`src/liq_pkg.sv`:
```
// shared constants, vector layout and carriers for the layer-two interrupt queue writer
// assumes a single 25 MHz clock domain; all users reference names as liq_pkg::name
package liq_pkg;

	// queue arrangement
	localparam int NUM_QUEUES      = 9;
	localparam int NUM_RINGS       = 8;
	localparam int CMD_QUEUE       = 8;
	localparam int HP_QUEUE        = 7;
	localparam int CMD_HALF_DWORDS = 256;
	localparam int CMD_LEN         = 2 * CMD_HALF_DWORDS;
	localparam int DWORD_SHIFT     = 2;

	// vector field positions
	localparam int VEC_DONE_BIT  = 31;
	localparam int VEC_TYPE_LSB  = 29;
	localparam int VEC_SUBG_LSB  = 27;
	localparam int VEC_QUEUE_LSB = 24;
	localparam int VEC_SYS_EXTRA_A_W    = 24;
	localparam int SUBG_PATH_BIT = 1;

	// type encodings
	localparam logic [1:0] TYPE_CMD  = 2'h0;
	localparam logic [1:0] TYPE_CHAN = 2'h1;
	localparam logic [1:0] TYPE_PORT = 2'h2;
	localparam logic [1:0] TYPE_SYS  = 2'h3;
	localparam logic [1:0] SUBG_SYS  = 2'h0;

	// system flag positions inside the vector, and pending index order
	localparam int SYS_FLAG_LSB    = 16;
	localparam int NUM_SYS         = 5;
	localparam int SYS_LANE_ERR    = 0;
	localparam int SYS_ACTION_WARN = 1;
	localparam int SYS_DATA_WARN   = 2;
	localparam int SYS_FAIL        = 3;
	localparam int SYS_MAILBOX     = 4;
	localparam int SYS_EXTRA_W     = 16;

	// host access check
	localparam logic [3:0] ALL_LANES = 4'hf;

	// reset values
	localparam logic [15:0] FAIL_COUNT_RST = 16'h0000;

	// request from a channel or port source
	typedef struct packed
	{
		logic [1:0]  subgroup;
		logic [2:0]  queue;
		logic [23:0] sys_extra_a;
	} liq_src_s;

	// one dword write toward system memory
	typedef struct packed
	{
		logic [31:0] addr;
		logic [31:0] data;
	} liq_mem_wr_s;

	// assembles a vector; the done bit always leaves set so the host can clear it
	function automatic logic [31:0] liq_pack_vec(input logic [1:0] vtype, input logic [1:0] subg,
		input logic [2:0] queue, input logic [23:0] sys_extra_a);
	begin
		liq_pack_vec = {1'b1, vtype, subg, queue, sys_extra_a};
	end
	endfunction

endpackage

```
`src/liq_ring_ptr.sv`:
```
// write offset of one interrupt queue ring, in dwords from its start address
// assumes advance_i pulses once per stored vector and length_i is stable while in use
`timescale 1ns/10ps
module liq_ring_ptr #(
	parameter int LEN_W = 16
) (
	input  wire logic             clock_i,   // system clock
	input  wire logic             reset_i,   // synchronous reset, high
	input  wire logic             enable_i,  // clock enable
	input  wire logic             advance_i, // one vector stored
	input  wire logic [LEN_W-1:0] length_i,  // ring size in dwords
	output logic      [LEN_W-1:0] offset_o   // current write offset
);

	logic last_slot;

	// a length of zero behaves as one slot rather than running off the ring
	assign last_slot = ({1'b0, offset_o} + {{LEN_W{1'b0}}, 1'b1}) >= {1'b0, length_i};

	always_ff @(posedge clock_i)
	begin
		if (reset_i)
			offset_o <= '0;
		else if (enable_i && advance_i)
			offset_o <= last_slot ? '0 : offset_o + {{(LEN_W-1){1'b0}}, 1'b1};
	end

	a_ring_wrap: assert property (@(posedge clock_i) disable iff (reset_i)
		(enable_i && advance_i && last_slot) |=> (offset_o == '0))
		else $error("ring offset did not wrap to start");

	a_ring_step: assert property (@(posedge clock_i) disable iff (reset_i)
		(enable_i && advance_i && !last_slot) |=> (offset_o == $past(offset_o) + 1'b1))
		else $error("ring offset did not step one dword");

endmodule

```
`src/liq_writer.sv`:
```
// layer-two interrupt controller: formats vectors and writes them into nine memory queues
// assumes all inputs come from logic on clock_i; memory side accepts a write with ready
//
// Summary of operation
// - a stored vector raises the host interrupt pin unless its queue is masked.
// - a per-queue status bit shows which queue received the new vector.
// - a masked queue still receives vectors but never raises the pin.
// - eight general queues are rings with programmable start and size.
// - command vectors go to queue eight, fixed at two halves of 256 dwords.
// - bit 31 of every vector is written as one; host may clear it later.
// - type 30:29, subgroup 28:27, queue 26:24, information 23:0.
// - type codes are command 00, channel 01, port 10, system 11.
// - upper subgroup bit tells transmit from receive path.
// - system vectors use type 11, subgroup 00, flags 20:16, extra 15:0.
// - a mailbox status write emits a system vector carrying that status.
// - discarded packets are counted; reaching threshold emits an access-failed vector.
// - data fill above threshold emits an early warning unless masked.
// - action queue above threshold emits an early warning under the same mask.
// - a host register access lacking any byte lane emits an access error vector.
// - the access error vector carries the attempted register address.
// - system vectors are generated only for sources left unmasked in sys_src_mask_i; channel, port and command requests have no such mask.
// - a high-priority mask redirects chosen channel vectors to queue seven.
`timescale 1ns/10ps
module liq_writer #(
	parameter int LEN_W  = 16,
	parameter int FILL_W = 16
) (
	input  wire logic                                  clock_i,            // 25 MHz clock
	input  wire logic                                  reset_i,            // synchronous reset, high
	input  wire logic                                  enable_i,           // clock enable
	input  wire logic                                  chan_valid_i,       // channel vector request
	input  wire liq_pkg::liq_src_s                     chan_req_i,         // channel vector content
	output logic                                       chan_take_o,        // channel request taken
	input  wire logic                                  port_valid_i,       // port vector request
	input  wire liq_pkg::liq_src_s                     port_req_i,         // port vector content
	output logic                                       port_take_o,        // port request taken
	input  wire logic                                  cmd_valid_i,        // command vector request
	input  wire logic [1:0]                            cmd_subgroup_i,     // command subgroup
	input  wire logic [23:0]                           cmd_sys_extra_a_i,         // command information
	output logic                                       cmd_take_o,         // command request taken
	input  wire logic                                  mail_status_wr_i,   // local side wrote mailbox status
	input  wire logic [15:0]                           local_to_host_mail_status_i, // mailbox status
	input  wire logic                                  rx_discard_i,       // one packet discarded
	input  wire logic [15:0]                           rx_fail_threshold_i, // discard threshold
	output logic      [15:0]                           rx_fail_counter_o,  // discarded packet count
	input  wire logic [FILL_W-1:0]                     rx_data_fill_i,     // receive data fill
	input  wire logic [FILL_W-1:0]                     rx_data_threshold_i, // data warn threshold
	input  wire logic [FILL_W-1:0]                     rx_action_fill_i,   // action queue fill
	input  wire logic [FILL_W-1:0]                     rx_action_threshold_i, // action warn threshold
	input  wire logic                                  rx_warn_mask_i,     // suppress early warnings
	input  wire logic                                  host_access_i,      // host register access
	input  wire logic [3:0]                            host_byte_en_i,     // its byte enables
	input  wire logic [15:0]                           host_addr_i,        // its register address
	input  wire logic [liq_pkg::NUM_SYS-1:0]           sys_src_mask_i,     // system source masks
	input  wire logic [2:0]                            sys_queue_i,        // queue for system vectors
	input  wire logic [liq_pkg::NUM_QUEUES-1:0][31:0]  queue_start_i,      // queue start addresses
	input  wire logic [liq_pkg::NUM_RINGS-1:0][LEN_W-1:0] queue_len_i,     // ring sizes in dwords
	input  wire logic [liq_pkg::NUM_QUEUES-1:0]        queue_mask_i,       // pin mask per queue
	input  wire logic [liq_pkg::NUM_RINGS-1:0]         hp_mask_i,          // redirect to queue seven
	input  wire logic [liq_pkg::NUM_QUEUES-1:0]        status_ack_i,       // clear status bits
	output logic                                       mem_wr_valid_o,     // memory write pending
	output liq_pkg::liq_mem_wr_s                       mem_wr_o,           // memory write address/data
	input  wire logic                                  mem_wr_ready_i,     // memory took the write
	output logic      [liq_pkg::NUM_QUEUES-1:0]        queue_status_o,     // queue holding new vector
	output logic                                       inta_o              // host interrupt pin level
);

	localparam int NQ = liq_pkg::NUM_QUEUES;
	localparam int NS = liq_pkg::NUM_SYS;

	// the command ring needs room for its fixed size
	if (LEN_W < 10 || LEN_W > 30)
		$error("LEN_W cannot hold the command queue size or an address offset");
	if (FILL_W < 1)
		$error("FILL_W must be positive");

	typedef enum logic [1:0]
	{
		ST_IDLE  = 2'b01,
		ST_WRITE = 2'b10
	} liq_state_e;

	liq_state_e              state;
	logic [3:0]              cur_q;
	logic [NS-1:0]           sys_pend;
	logic [15:0]             mail_sys_extra_a;
	logic [15:0]             lane_sys_extra_a;
	logic                    data_over;
	logic                    action_over;
	logic [NQ-1:0]           advance;
	logic [NQ-1:0][LEN_W-1:0] offset;
	logic [NQ-1:0]           next_status;
	logic [NS-1:0]           sys_set;
	logic [NS-1:0]           sys_clr;
	logic                    write_done;
	logic [3:0]              next_q;
	logic [31:0]             next_vec;
	logic [2:0]              chan_q;
	logic                    pick;
	logic                    pick_cmd;
	logic                    pick_sys;
	logic                    pick_chan;
	logic                    pick_port;
	logic [2:0]              sys_idx;
	logic                    fail_hit;

	assign write_done = enable_i && (state == ST_WRITE) && mem_wr_ready_i;

	// ring offsets; queue eight runs on the fixed command size
	for (genvar g = 0; g < NQ; g++)
	begin : g_ring
		logic [LEN_W-1:0] len;
		if (g == liq_pkg::CMD_QUEUE)
			assign len = LEN_W'(liq_pkg::CMD_LEN);
		else
			assign len = queue_len_i[g];
		assign advance[g] = write_done && (cur_q == 4'(g));
		liq_ring_ptr #(
			.LEN_W    (LEN_W)
		) u_ptr (
			.clock_i   (clock_i),
			.reset_i   (reset_i),
			.enable_i  (enable_i),
			.advance_i (advance[g]),
			.length_i  (len),
			.offset_o  (offset[g])
		);
	end

	// system event detection
	// threshold compare
	assign fail_hit = rx_discard_i && (rx_fail_counter_o + 16'h0001 == rx_fail_threshold_i);

	always_comb
	begin
		sys_set = '0;
		sys_set[liq_pkg::SYS_MAILBOX] = mail_status_wr_i;
		sys_set[liq_pkg::SYS_FAIL] = fail_hit;
		sys_set[liq_pkg::SYS_DATA_WARN] = (rx_data_fill_i > rx_data_threshold_i) && !data_over && !rx_warn_mask_i;
		sys_set[liq_pkg::SYS_ACTION_WARN] = (rx_action_fill_i > rx_action_threshold_i) && !action_over
			&& !rx_warn_mask_i;
		sys_set[liq_pkg::SYS_LANE_ERR] = host_access_i && (host_byte_en_i != liq_pkg::ALL_LANES);
		sys_set = sys_set & ~sys_src_mask_i;
	end

	// discard counter saturates instead of wrapping back below the threshold
	always_ff @(posedge clock_i)
	begin
		if (reset_i)
			rx_fail_counter_o <= liq_pkg::FAIL_COUNT_RST;
		else if (enable_i && rx_discard_i && rx_fail_counter_o != 16'hffff)
			rx_fail_counter_o <= rx_fail_counter_o + 16'h0001;
	end

	// threshold history so each crossing warns once
	always_ff @(posedge clock_i)
	begin
		if (reset_i)
		begin
			data_over   <= 1'b0;
			action_over <= 1'b0;
		end
		else if (enable_i)
		begin
			data_over   <= rx_data_fill_i > rx_data_threshold_i;
			action_over <= rx_action_fill_i > rx_action_threshold_i;
		end
	end

	// extra information captured with its event
	always_ff @(posedge clock_i)
	begin
		if (reset_i)
		begin
			mail_sys_extra_a <= '0;
			lane_sys_extra_a <= '0;
		end
		else if (enable_i)
		begin
			if (sys_set[liq_pkg::SYS_MAILBOX])
				mail_sys_extra_a <= local_to_host_mail_status_i;
			if (sys_set[liq_pkg::SYS_LANE_ERR])
				lane_sys_extra_a <= host_addr_i;
		end
	end

	// highest pending system flag, mailbox first
	always_comb
	begin
		sys_idx = 3'h0;
		for (int i = 0; i < NS; i++)
			if (sys_pend[i])
				sys_idx = 3'(i);
	end

	// source choice: command, then system, then channel, then port
	assign pick      = enable_i && (state == ST_IDLE);
	assign pick_cmd  = pick && cmd_valid_i && !cmd_take_o;
	assign pick_sys  = pick && !pick_cmd && (sys_pend != '0);
	assign pick_chan = pick && !pick_cmd && !pick_sys && chan_valid_i && !chan_take_o;
	assign pick_port = pick && !pick_cmd && !pick_sys && !pick_chan && port_valid_i && !port_take_o;

	assign chan_q = hp_mask_i[chan_req_i.queue] ? 3'(liq_pkg::HP_QUEUE) : chan_req_i.queue;

	// vector assembly for the chosen source
	always_comb
	begin
		logic [15:0] extra;
		extra   = '0;
		next_q  = 4'h0;
		next_vec = '0;
		case (sys_idx)
			3'(liq_pkg::SYS_MAILBOX):     extra = mail_sys_extra_a;
			3'(liq_pkg::SYS_FAIL):        extra = rx_fail_counter_o;
			3'(liq_pkg::SYS_DATA_WARN):   extra = 16'(rx_data_fill_i);
			3'(liq_pkg::SYS_ACTION_WARN): extra = 16'(rx_action_fill_i);
			default:                      extra = lane_sys_extra_a;
		endcase
		if (pick_cmd)
		begin
			next_q   = 4'(liq_pkg::CMD_QUEUE);
			next_vec = liq_pkg::liq_pack_vec(liq_pkg::TYPE_CMD, cmd_subgroup_i, 3'h0, cmd_sys_extra_a_i);
		end
		else if (pick_sys)
		begin
			next_q   = {1'b0, sys_queue_i};
			next_vec = liq_pkg::liq_pack_vec(liq_pkg::TYPE_SYS, liq_pkg::SUBG_SYS, sys_queue_i,
				{3'h0, 5'(1 << sys_idx), extra});
		end
		else if (pick_chan)
		begin
			next_q   = {1'b0, chan_q};
			next_vec = liq_pkg::liq_pack_vec(liq_pkg::TYPE_CHAN, chan_req_i.subgroup, chan_q, chan_req_i.sys_extra_a);
		end
		else if (pick_port)
		begin
			next_q   = {1'b0, port_req_i.queue};
			next_vec = liq_pkg::liq_pack_vec(liq_pkg::TYPE_PORT, port_req_i.subgroup, port_req_i.queue,
				port_req_i.sys_extra_a);
		end
	end

	// pending system flags; a new event beats the clear of its own flag
	assign sys_clr = pick_sys ? NS'(1 << sys_idx) : '0;

	always_ff @(posedge clock_i)
	begin
		if (reset_i)
			sys_pend <= '0;
		else if (enable_i)
			sys_pend <= (sys_pend & ~sys_clr) | sys_set;
	end

	// take strobes are one cycle; sources drop valid on seeing them
	always_ff @(posedge clock_i)
	begin
		if (reset_i)
		begin
			cmd_take_o  <= 1'b0;
			chan_take_o <= 1'b0;
			port_take_o <= 1'b0;
		end
		else if (enable_i)
		begin
			cmd_take_o  <= pick_cmd;
			chan_take_o <= pick_chan;
			port_take_o <= pick_port;
		end
	end

	// ring address from start and offset
	// vector leaves with bit 31 set
	always_ff @(posedge clock_i)
	begin
		if (reset_i)
		begin
			state          <= ST_IDLE;
			cur_q          <= 4'h0;
			mem_wr_valid_o <= 1'b0;
			mem_wr_o       <= '0;
		end
		else if (enable_i)
		begin
			case (state)
				ST_IDLE:
					if (pick_cmd || pick_sys || pick_chan || pick_port)
					begin
						state          <= ST_WRITE;
						cur_q          <= next_q;
						mem_wr_valid_o <= 1'b1;
						mem_wr_o.addr  <= queue_start_i[next_q]
							+ 32'({offset[next_q], 2'b00});
						mem_wr_o.data  <= next_vec;
					end
				ST_WRITE:
					if (mem_wr_ready_i)
					begin
						state          <= ST_IDLE;
						mem_wr_valid_o <= 1'b0;
					end
				default:
				begin
					state          <= ST_IDLE;
					mem_wr_valid_o <= 1'b0;
				end
			endcase
		end
	end

	// status marks queue; set wins over ack
	always_comb
	begin
		next_status = queue_status_o & ~status_ack_i;
		if (write_done)
			next_status[cur_q] = 1'b1;
	end

	always_ff @(posedge clock_i)
	begin
		if (reset_i)
		begin
			queue_status_o <= '0;
			inta_o         <= 1'b0;
		end
		else if (enable_i)
		begin
			queue_status_o <= next_status;
			inta_o         <= |(next_status & ~queue_mask_i);
		end
	end

	a_pin_after_write: assert property (@(posedge clock_i) disable iff (reset_i)
		(write_done && !queue_mask_i[cur_q] && enable_i) |=> inta_o)
		else $error("pin not raised after write to unmasked queue");

	a_masked_quiet: assert property (@(posedge clock_i) disable iff (reset_i)
		(enable_i && !write_done && ((queue_status_o & ~queue_mask_i) == '0)) |=> !inta_o)
		else $error("pin raised with only masked queues set");

	a_status_marks_queue: assert property (@(posedge clock_i) disable iff (reset_i)
		write_done |=> queue_status_o[$past(cur_q)])
		else $error("status bit missing for written queue");

	a_done_bit_set: assert property (@(posedge clock_i) disable iff (reset_i)
		mem_wr_valid_o |-> mem_wr_o.data[liq_pkg::VEC_DONE_BIT])
		else $error("vector written without bit 31");

	a_cmd_fixed_queue: assert property (@(posedge clock_i) disable iff (reset_i)
		(mem_wr_valid_o && mem_wr_o.data[30:29] == liq_pkg::TYPE_CMD) |-> (cur_q == 4'(liq_pkg::CMD_QUEUE)))
		else $error("command vector outside command queue");

	a_sys_layout: assert property (@(posedge clock_i) disable iff (reset_i)
		(mem_wr_valid_o && mem_wr_o.data[30:29] == liq_pkg::TYPE_SYS)
		|-> (mem_wr_o.data[28:27] == liq_pkg::SUBG_SYS && $onehot(mem_wr_o.data[20:16])))
		else $error("system vector layout wrong");

	a_hp_redirect: assert property (@(posedge clock_i) disable iff (reset_i)
		(pick_chan && hp_mask_i[chan_req_i.queue]) |=> (cur_q == 4'(liq_pkg::HP_QUEUE) && mem_wr_valid_o))
		else $error("high-priority channel vector not sent to queue seven");

	a_lane_error_sys_extra_a: assert property (@(posedge clock_i) disable iff (reset_i)
		(enable_i && sys_set[liq_pkg::SYS_LANE_ERR]) |=> (lane_sys_extra_a == $past(host_addr_i)
		&& sys_pend[liq_pkg::SYS_LANE_ERR]))
		else $error("access error address not captured");

	a_fail_threshold: assert property (@(posedge clock_i) disable iff (reset_i)
		(enable_i && fail_hit && !sys_src_mask_i[liq_pkg::SYS_FAIL]) |=> sys_pend[liq_pkg::SYS_FAIL])
		else $error("threshold reached without access-failed event");

	a_warn_masked: assert property (@(posedge clock_i) disable iff (reset_i)
		(rx_warn_mask_i && !sys_pend[liq_pkg::SYS_DATA_WARN] && !sys_pend[liq_pkg::SYS_ACTION_WARN])
		|=> (!sys_pend[liq_pkg::SYS_DATA_WARN] && !sys_pend[liq_pkg::SYS_ACTION_WARN]))
		else $error("early warning raised while masked");

endmodule

```
`config.mk`:
```
export PLATFORM = sky130hd
export DESIGN_NAME = liq_writer
export DESIGN_NICKNAME = d
export VERILOG_FILES = /design/src/liq_pkg.sv /design/src/liq_ring_ptr.sv /design/src/liq_writer.sv
export SDC_FILE = /design/constraint.sdc
export NUM_CORES = 1
export LEC_CHECK = 0
export BUFFER_PORTS_ARGS = -buffer_cell sky130_fd_sc_hd__buf_2
export CAP_MARGIN = 10
export CELL_PAD_IN_SITES_DETAIL_PLACEMENT = 0
export CELL_PAD_IN_SITES_GLOBAL_PLACEMENT = 1
export CORE_AREA = 2 2 296 298
export CTS_BUF_LIST = sky130_fd_sc_hd__clkbuf_4 sky130_fd_sc_hd__clkbuf_8 sky130_fd_sc_hd__clkbuf_16
export DETAILED_ROUTE_END_ITERATION = 8
export DIE_AREA = 0 0 298 300
export GPL_TIMING_DRIVEN = 1
export PLACE_DENSITY = 0.73
export SKIP_LAST_GASP = 1
export SYNTH_ARGS = -nofsm -noshare
export SYNTH_HDL_FRONTEND = slang
export SYNTH_SLANG_ARGS = --single-unit
```
`constraint.sdc`:
```
create_clock -name clock_i -period 18.3 [get_ports clock_i]
set_clock_uncertainty 0.15 [all_clocks]
set_input_delay 3.66 -clock clock_i [delete_from_list [all_inputs] [get_ports clock_i]]
set_output_delay 3.66 -clock clock_i [all_outputs]
set_load 0.05 [all_outputs]
```
==> flow_summary.ini, run 1 <==
[power]
p_per_area_nw_per_um2 = 68.9
p_leak_nw = 13.8
ir_drop_mv = 0.0581

[global_route]
grt_max_degree = 114
grt_pass1_wl_mm = 152
grt_overflow_total = 0
grt_use_total = 0.224
grt_pass1_vias = 23400
antenna_found_initial = 29

[floorplan]
start_util = 0.259
die_h_um = 300
pin_count = 755
dieArea_um2 = 89400
core_um2 = 86200
die_w_um = 298
row_count = 108

[sta]
worstMarginPinSlew_ns = 1.09
slew_viol_final = 0
fin_crit_sh = 0.542
period_needed_ns = 9.91
rsz0062_at_grt = false
relSlewSlack = 0.272
max_freq_ghz = 0.101
setup-violations-final = 0
hold_viol_final = 0
tns_ns = 0

[worst_hold_path]
worstHoldEndpoint = mem_wr_o[41]$_SDFFE_PP0P_
holdPathStages = 2
hold_class = reg -> reg
hp-start = mem_wr_o[41]$_SDFFE_PP0P_

[setup_path]
worstReg2RegStart = sys_pend[3]$_SDFFE_PP0P_
cp.arrival_ns = 10.24
slowest_stage = and3_4
cp.required_ns = 18.63
crit_path_end_kind = register
reg2reg_to = mem_wr_o[54]$_SDFFE_PP0P_
criticalPathCategory = in -> reg
regToRegSetupSlack_ns = 11.18
cp_slowest_stage_delay_ns = 0.64
path_common_cell = buf_4
cp-start-kind = input port
crit_fanout = 48
reg2reg_depth = 25

[clocking]
ctsHoldBuffers = 0
ctsLongestPathBuffers = 3
postCtsSetupRepairBufs = 0
cts_resized = 0
htree_levels = 2
ctsRootBufferMaster = clkbuf_16
path_clk_slew_ns = 0.06
cts_tree = yes
clock_latency_ns = 0.57
cts_sinks = 279
cts_inserted_buffers = 39

[detailed_routing]
drc = 0
post_drt_wl_per_cell_um = 21.2
drtIter0Drc = 1812
antenna_left = 0
routed-via-count = 24700
routed_wl_mm = 105
avgViaCountPerCell = 5.00
dr.pass1.iters = 6

[yosys]
synthesis.nets = 3943
async_flop_share = 0
yosys_most_used_dff = dfxtp_1
syn_area_um2 = 22300
synthCells = 3094
netlist.top_cell.by_area = dfxtp_1
synth_edf_count = 0
ys_seq_area_frac = 0.251
ys_ff_latch = 279
ys_types = 81
syn_area_per_cell_um2 = 7.21
yosys_warnings = 0
yosys-top-cells-area = dfxtp_1, nand2_1, ha_1
synth_top_area_share = 0.251

[cells_and_area]
layout.cells.most_common = buf_2
fin_nets = 4594
seqCellArea_um2 = 5590
postLayoutCoreUtil = 0.331
drive_gt1_frac = 0.242
fillers = 9539
syn2layout_area_growth_pct = 28.0
fin_cells = 4948
final_cell_mix = buf_2, nand2_1, dfxtp_1, nand3_1, inv_1
multi_input_area_um2 = 15300

[run_status]
status = finished, final reports clean

[run]
maxCapViolCount = 0

[placed_design]
hpwl_mm = 85.0
placedCellCount = 4859
gp_congestion = 0.912
portBuffers = 753
cell usage after synthesis, types with 9 or more instances:
cell type  count
nand2_1      629
nor2b_1       28
o211ai_1      18
a21o_1        32
and2_1        19
a211oi_1      14
and3_1        87
nor4_1        12
nor3_1        30
mux2i_1       31
inv_1        192
nand3_1      251
nand2b_1      60
xnor2_1       94
a22oi_1       27
o21a_1        56
mux4_2         9
a21oi_1      174
o21ai_0      128
nor3b_1       16
ha_1         187
nand4_1       53
a221oi_1      22
a31oi_1       49
xor2_1        86
clkbuf_1     144
a222oi_1      17
a22o_1        20
nor2_1       163
buf_1         22
dfxtp_1      279
a32o_1        31
final cells by class:
class                      count  share of cell area
antenna                       17             0.00149
clock buffer                  58              0.0427
clock inverter                14             0.00438
inverter                     192              0.0252
multi-input combinational   2443               0.538
sequential                   279               0.196
tap                         1155              0.0506
timing repair buffer         790               0.142
state kept, by name, indices dropped and copies added, names as in the netlist, 5 cells and up:
name and cells:
mem_wr_o 64, mail_sys_extra_a 16, g_ring.u_ptr.offset_o 144, rx_fail_counter_o 16
sys_pend 5, lane_sys_extra_a 16, queue_status_o 9
report_power, final:
| part | leakage [nW] | total (W) | internal [W] | switching, W |
|---|---|---|---|---|
| sequential | 2.26 | 0.000641 | 0.000628 | 0.0000131 |
| combinational | 10.9 | 0.000530 | 0.000186 | 0.000345 |
| clock | 0.667 | 0.000795 | 0.000476 | 0.000319 |
cells by family after synthesis:
group	count (synthesis)	share of synthesized area
AOI/OAI and AO/OA	642	0.192
xor gates and xnor gates	180	0.0707
adders and majority gates	188	0.106
buffers and inverters	372	0.0647
DFF	279	0.251
muxes	43	0.0247
and+or+nand+nor	1390	0.291
per-layer routing:
metal / GRT usage / part of all wire
met2: 0.387 / 0.49
met1: 0.278 / 0.42
met4: 0.0826 / 0.034
met3: 0.0369 / 0.058
met5: 0 / 0.00030
worst max-delay path, delay by kind of cell:
kind,cells,cell delay [ns]
AOI/OAI and AO/OA,10,2.38
buffers and inverters,4,1.30
and+or+nand+nor,9,2.10
adders and majority gates,2,0.53
xor gates and xnor gates,1,0.21
stage by stage:
step                      setup WS [ns]  instance area, um2  power (W)  hold WS [ns]
after floorplan                    9.30               22300   0.000968         0.286
after global placement             7.86               27200    0.00118         0.288
after detailed placement           7.84               27200    0.00119         0.293
after CTS                          8.42               28500    0.00199         0.300
after global routing               7.88               28500    0.00206         0.323
final                              8.39               28500    0.00197         0.299
worst max-delay path by stage:
stage	startpoint	endpoint	slack (ns)
2_1_floorplan	chan_req_i[24]	mem_wr_o[59]$_SDFFE_PP0P_	9.30
5_1_grt	enable_i	mem_wr_o[59]$_SDFFE_PP0P_	7.88
4_1_cts	enable_i	mem_wr_o[54]$_SDFFE_PP0P_	8.42
3_5_place_dp	enable_i	mem_wr_o[54]$_SDFFE_PP0P_	7.84
3_3_place_gp	enable_i	mem_wr_o[54]$_SDFFE_PP0P_	7.86
6_report	enable_i	mem_wr_o[54]$_SDFFE_PP0P_	8.39
Power figures use the tool's default switching activity.
==> run 2: changes to the inputs <==
Clock period 18.3 ns to 9.2 ns, I/O delays scaled along.
==> run 2 against run 1 <==
Effect of this change:
- non-clock buffer count increased by 10
- core utilization up 0.14 points
- flip-flop and latch count unchanged
- via count up 0.90%
- final cell count up 0.18%
- worst hold slack is essentially flat
- global-route usage is 0.25 points higher
- register-to-register slack got worse by 8.6 ns
- sequential power rose by 98%
- count of clock-buffer cells in the layout fell by 4
- die area stayed put
- critical path type unchanged
- highest routed layer unchanged
==> flow_summary.ini, run 2 (synthesis gave the netlist of run 1 again) <==
[clocking]
cts_sinks = 279
cts_inserted_buffers = 38
path_clk_slew_ns = 0.05
ctsLongestPathBuffers = 3
ctsHoldBuffers = 0
cts_tree = yes
ctsRootBufferMaster = clkbuf_16
cts_resized = 0
htree_levels = 2
clock_latency_ns = 0.58
postCtsSetupRepairBufs = 0

[floorplan]
core_um2 = 86200
row_count = 108
dieArea_um2 = 89400
die_w_um = 298
start_util = 0.259
pin_count = 755
die_h_um = 300

[global_route]
use_met1 = 0.283
grt_overflow_total = 0
grt_pass1_vias = 23500
met2_usage = 0.388
grt_pass1_wl_mm = 153
grt_use_total = 0.226
grt_max_degree = 92
grt-busiest-layer = met2
met3_usage = 0.0345
antenna_found_initial = 28

[detailed_routing]
post_drt_wl_per_cell_um = 21.5
dr.pass1.iters = 6
drtIter0Drc = 1807
routed_wl_mm = 107
drc = 0
routed-via-count = 25000
antenna_left = 0
avgViaCountPerCell = 5.04

[sta]
relSlewSlack = 0.258
tns_ns = 0
slew_viol_final = 0
fin_crit_sh = 0.805
rsz0062_at_grt = false
period_needed_ns = 7.41
worstMarginPinSlew_ns = 1.10
setup-violations-final = 0
hold-worst-slack_ns = 0.299
max_freq_ghz = 0.135
hold_viol_final = 0

[cells_and_area]
drive_gt1_frac = 0.243
fin_cells = 4957
top_regs = g_ring.u_ptr.offset_o: 144 flops, mem_wr_o: 64 flops
largest_reg_flops = 144
fin_nets = 4603
syn2layout_area_growth_pct = 28.5
regMostFlops = g_ring.u_ptr.offset_o
layout.cells.most_common = buf_2
final_cell_mix = buf_2, nand2_1, dfxtp_1, nand3_1, inv_1

[power]
ir_drop_mv = 0.105
p_per_area_nw_per_um2 = 138
p_leak_nw = 13.9

[setup_path]
crit_fanout = 46
worstReg2RegStart = sys_pend[3]$_SDFFE_PP0P_
cp.required_ns = 9.53
cp-start-kind = input port
cp.arrival_ns = 7.74
crit_path_end_kind = register
crit_start = cmd_valid_i
criticalPathCategory = in -> reg

[placed_design]
hpwl_mm = 86.9
portBuffers = 753
placedCellCount = 4869
gp_congestion = 0.921

[run]
maxCapViolCount = 0

[worst_hold_path]
hold_class = reg -> reg
hp-start = mem_wr_o[46]$_SDFFE_PP0P_

[run_status]
status = finished, final reports clean
==> run 2: area by class of cell <==
class,count,area (um2)
clock buffer,54,1120
inverter,192,721
clock inverter,15,233
timing repair buffer,800,4170
antenna,19,47.5
sequential,279,5590
fill,9659,57600
multi-input combinational,2443,15300
tap,1155,1450
==> run 2: worst max-delay path, stage by stage <==
cell	delay, ns
buf_2	0.08
nor2b_1	0.55
nor4_4	0.11
a32oi_1	0.36
nand3_4	0.51
buf_4	0.39
nand2_1	0.08
nand3_1	0.09
a31oi_1	0.45
o21ai_0	0.24
ha_1	0.44
and2_1	0.15
a31oi_1	0.06
a21oi_1	0.23
a31o_2	0.21
nor3_1	0.06
o31ai_1	0.43
and4_1	0.27
o31a_1	0.41
nor4b_1	0.34
xnor2_1	0.16
nand2_1	0.07
a21oi_1	0.13
==> run 2: where the power goes <==
part	internal, W	switching, W	total (W)
Combinational	0.000375	0.000693	0.00107
Sequential	0.00125	0.0000256	0.00127
Clock	0.000971	0.000632	0.00160
Total	0.00259	0.00135	0.00394
==> run 2: path summary, 6_finish.rpt <==
path,end,slack [ns],cells past startpoint
worst min register to register,mem_wr_o[46]$_SDFFE_PP0P_,0.30,2
worst max register to register,mem_wr_o[59]$_SDFFE_PP0P_,2.59,23
worst min-delay path,mem_wr_o[46]$_SDFFE_PP0P_,0.30,2
worst max-delay path,mem_wr_o[59]$_SDFFE_PP0P_,1.79,23
==> run 2: per-layer routing <==
layer  wire [um]  up-vias
li1            -    12200
met1       44700    11700
met2       51400      872
met3        6470      172
met4        4060        2
met5          14        -
==> run 2: stage by stage <==
| step | instance area [um2] | setup slack [ns] | total power (W) | util |
|---|---|---|---|---|
| floorplan | 22300 | 2.02 | 0.00193 | - |
| global placement | 27300 | 1.23 | 0.00236 | 0.316 |
| detailed placement | 27300 | 1.11 | 0.00237 | 0.316 |
| CTS | 28600 | 1.70 | 0.00399 | 0.332 |
| global route | 28700 | 1.14 | 0.00412 | 0.332 |
| finish | 28700 | 1.79 | 0.00394 | 0.332 |
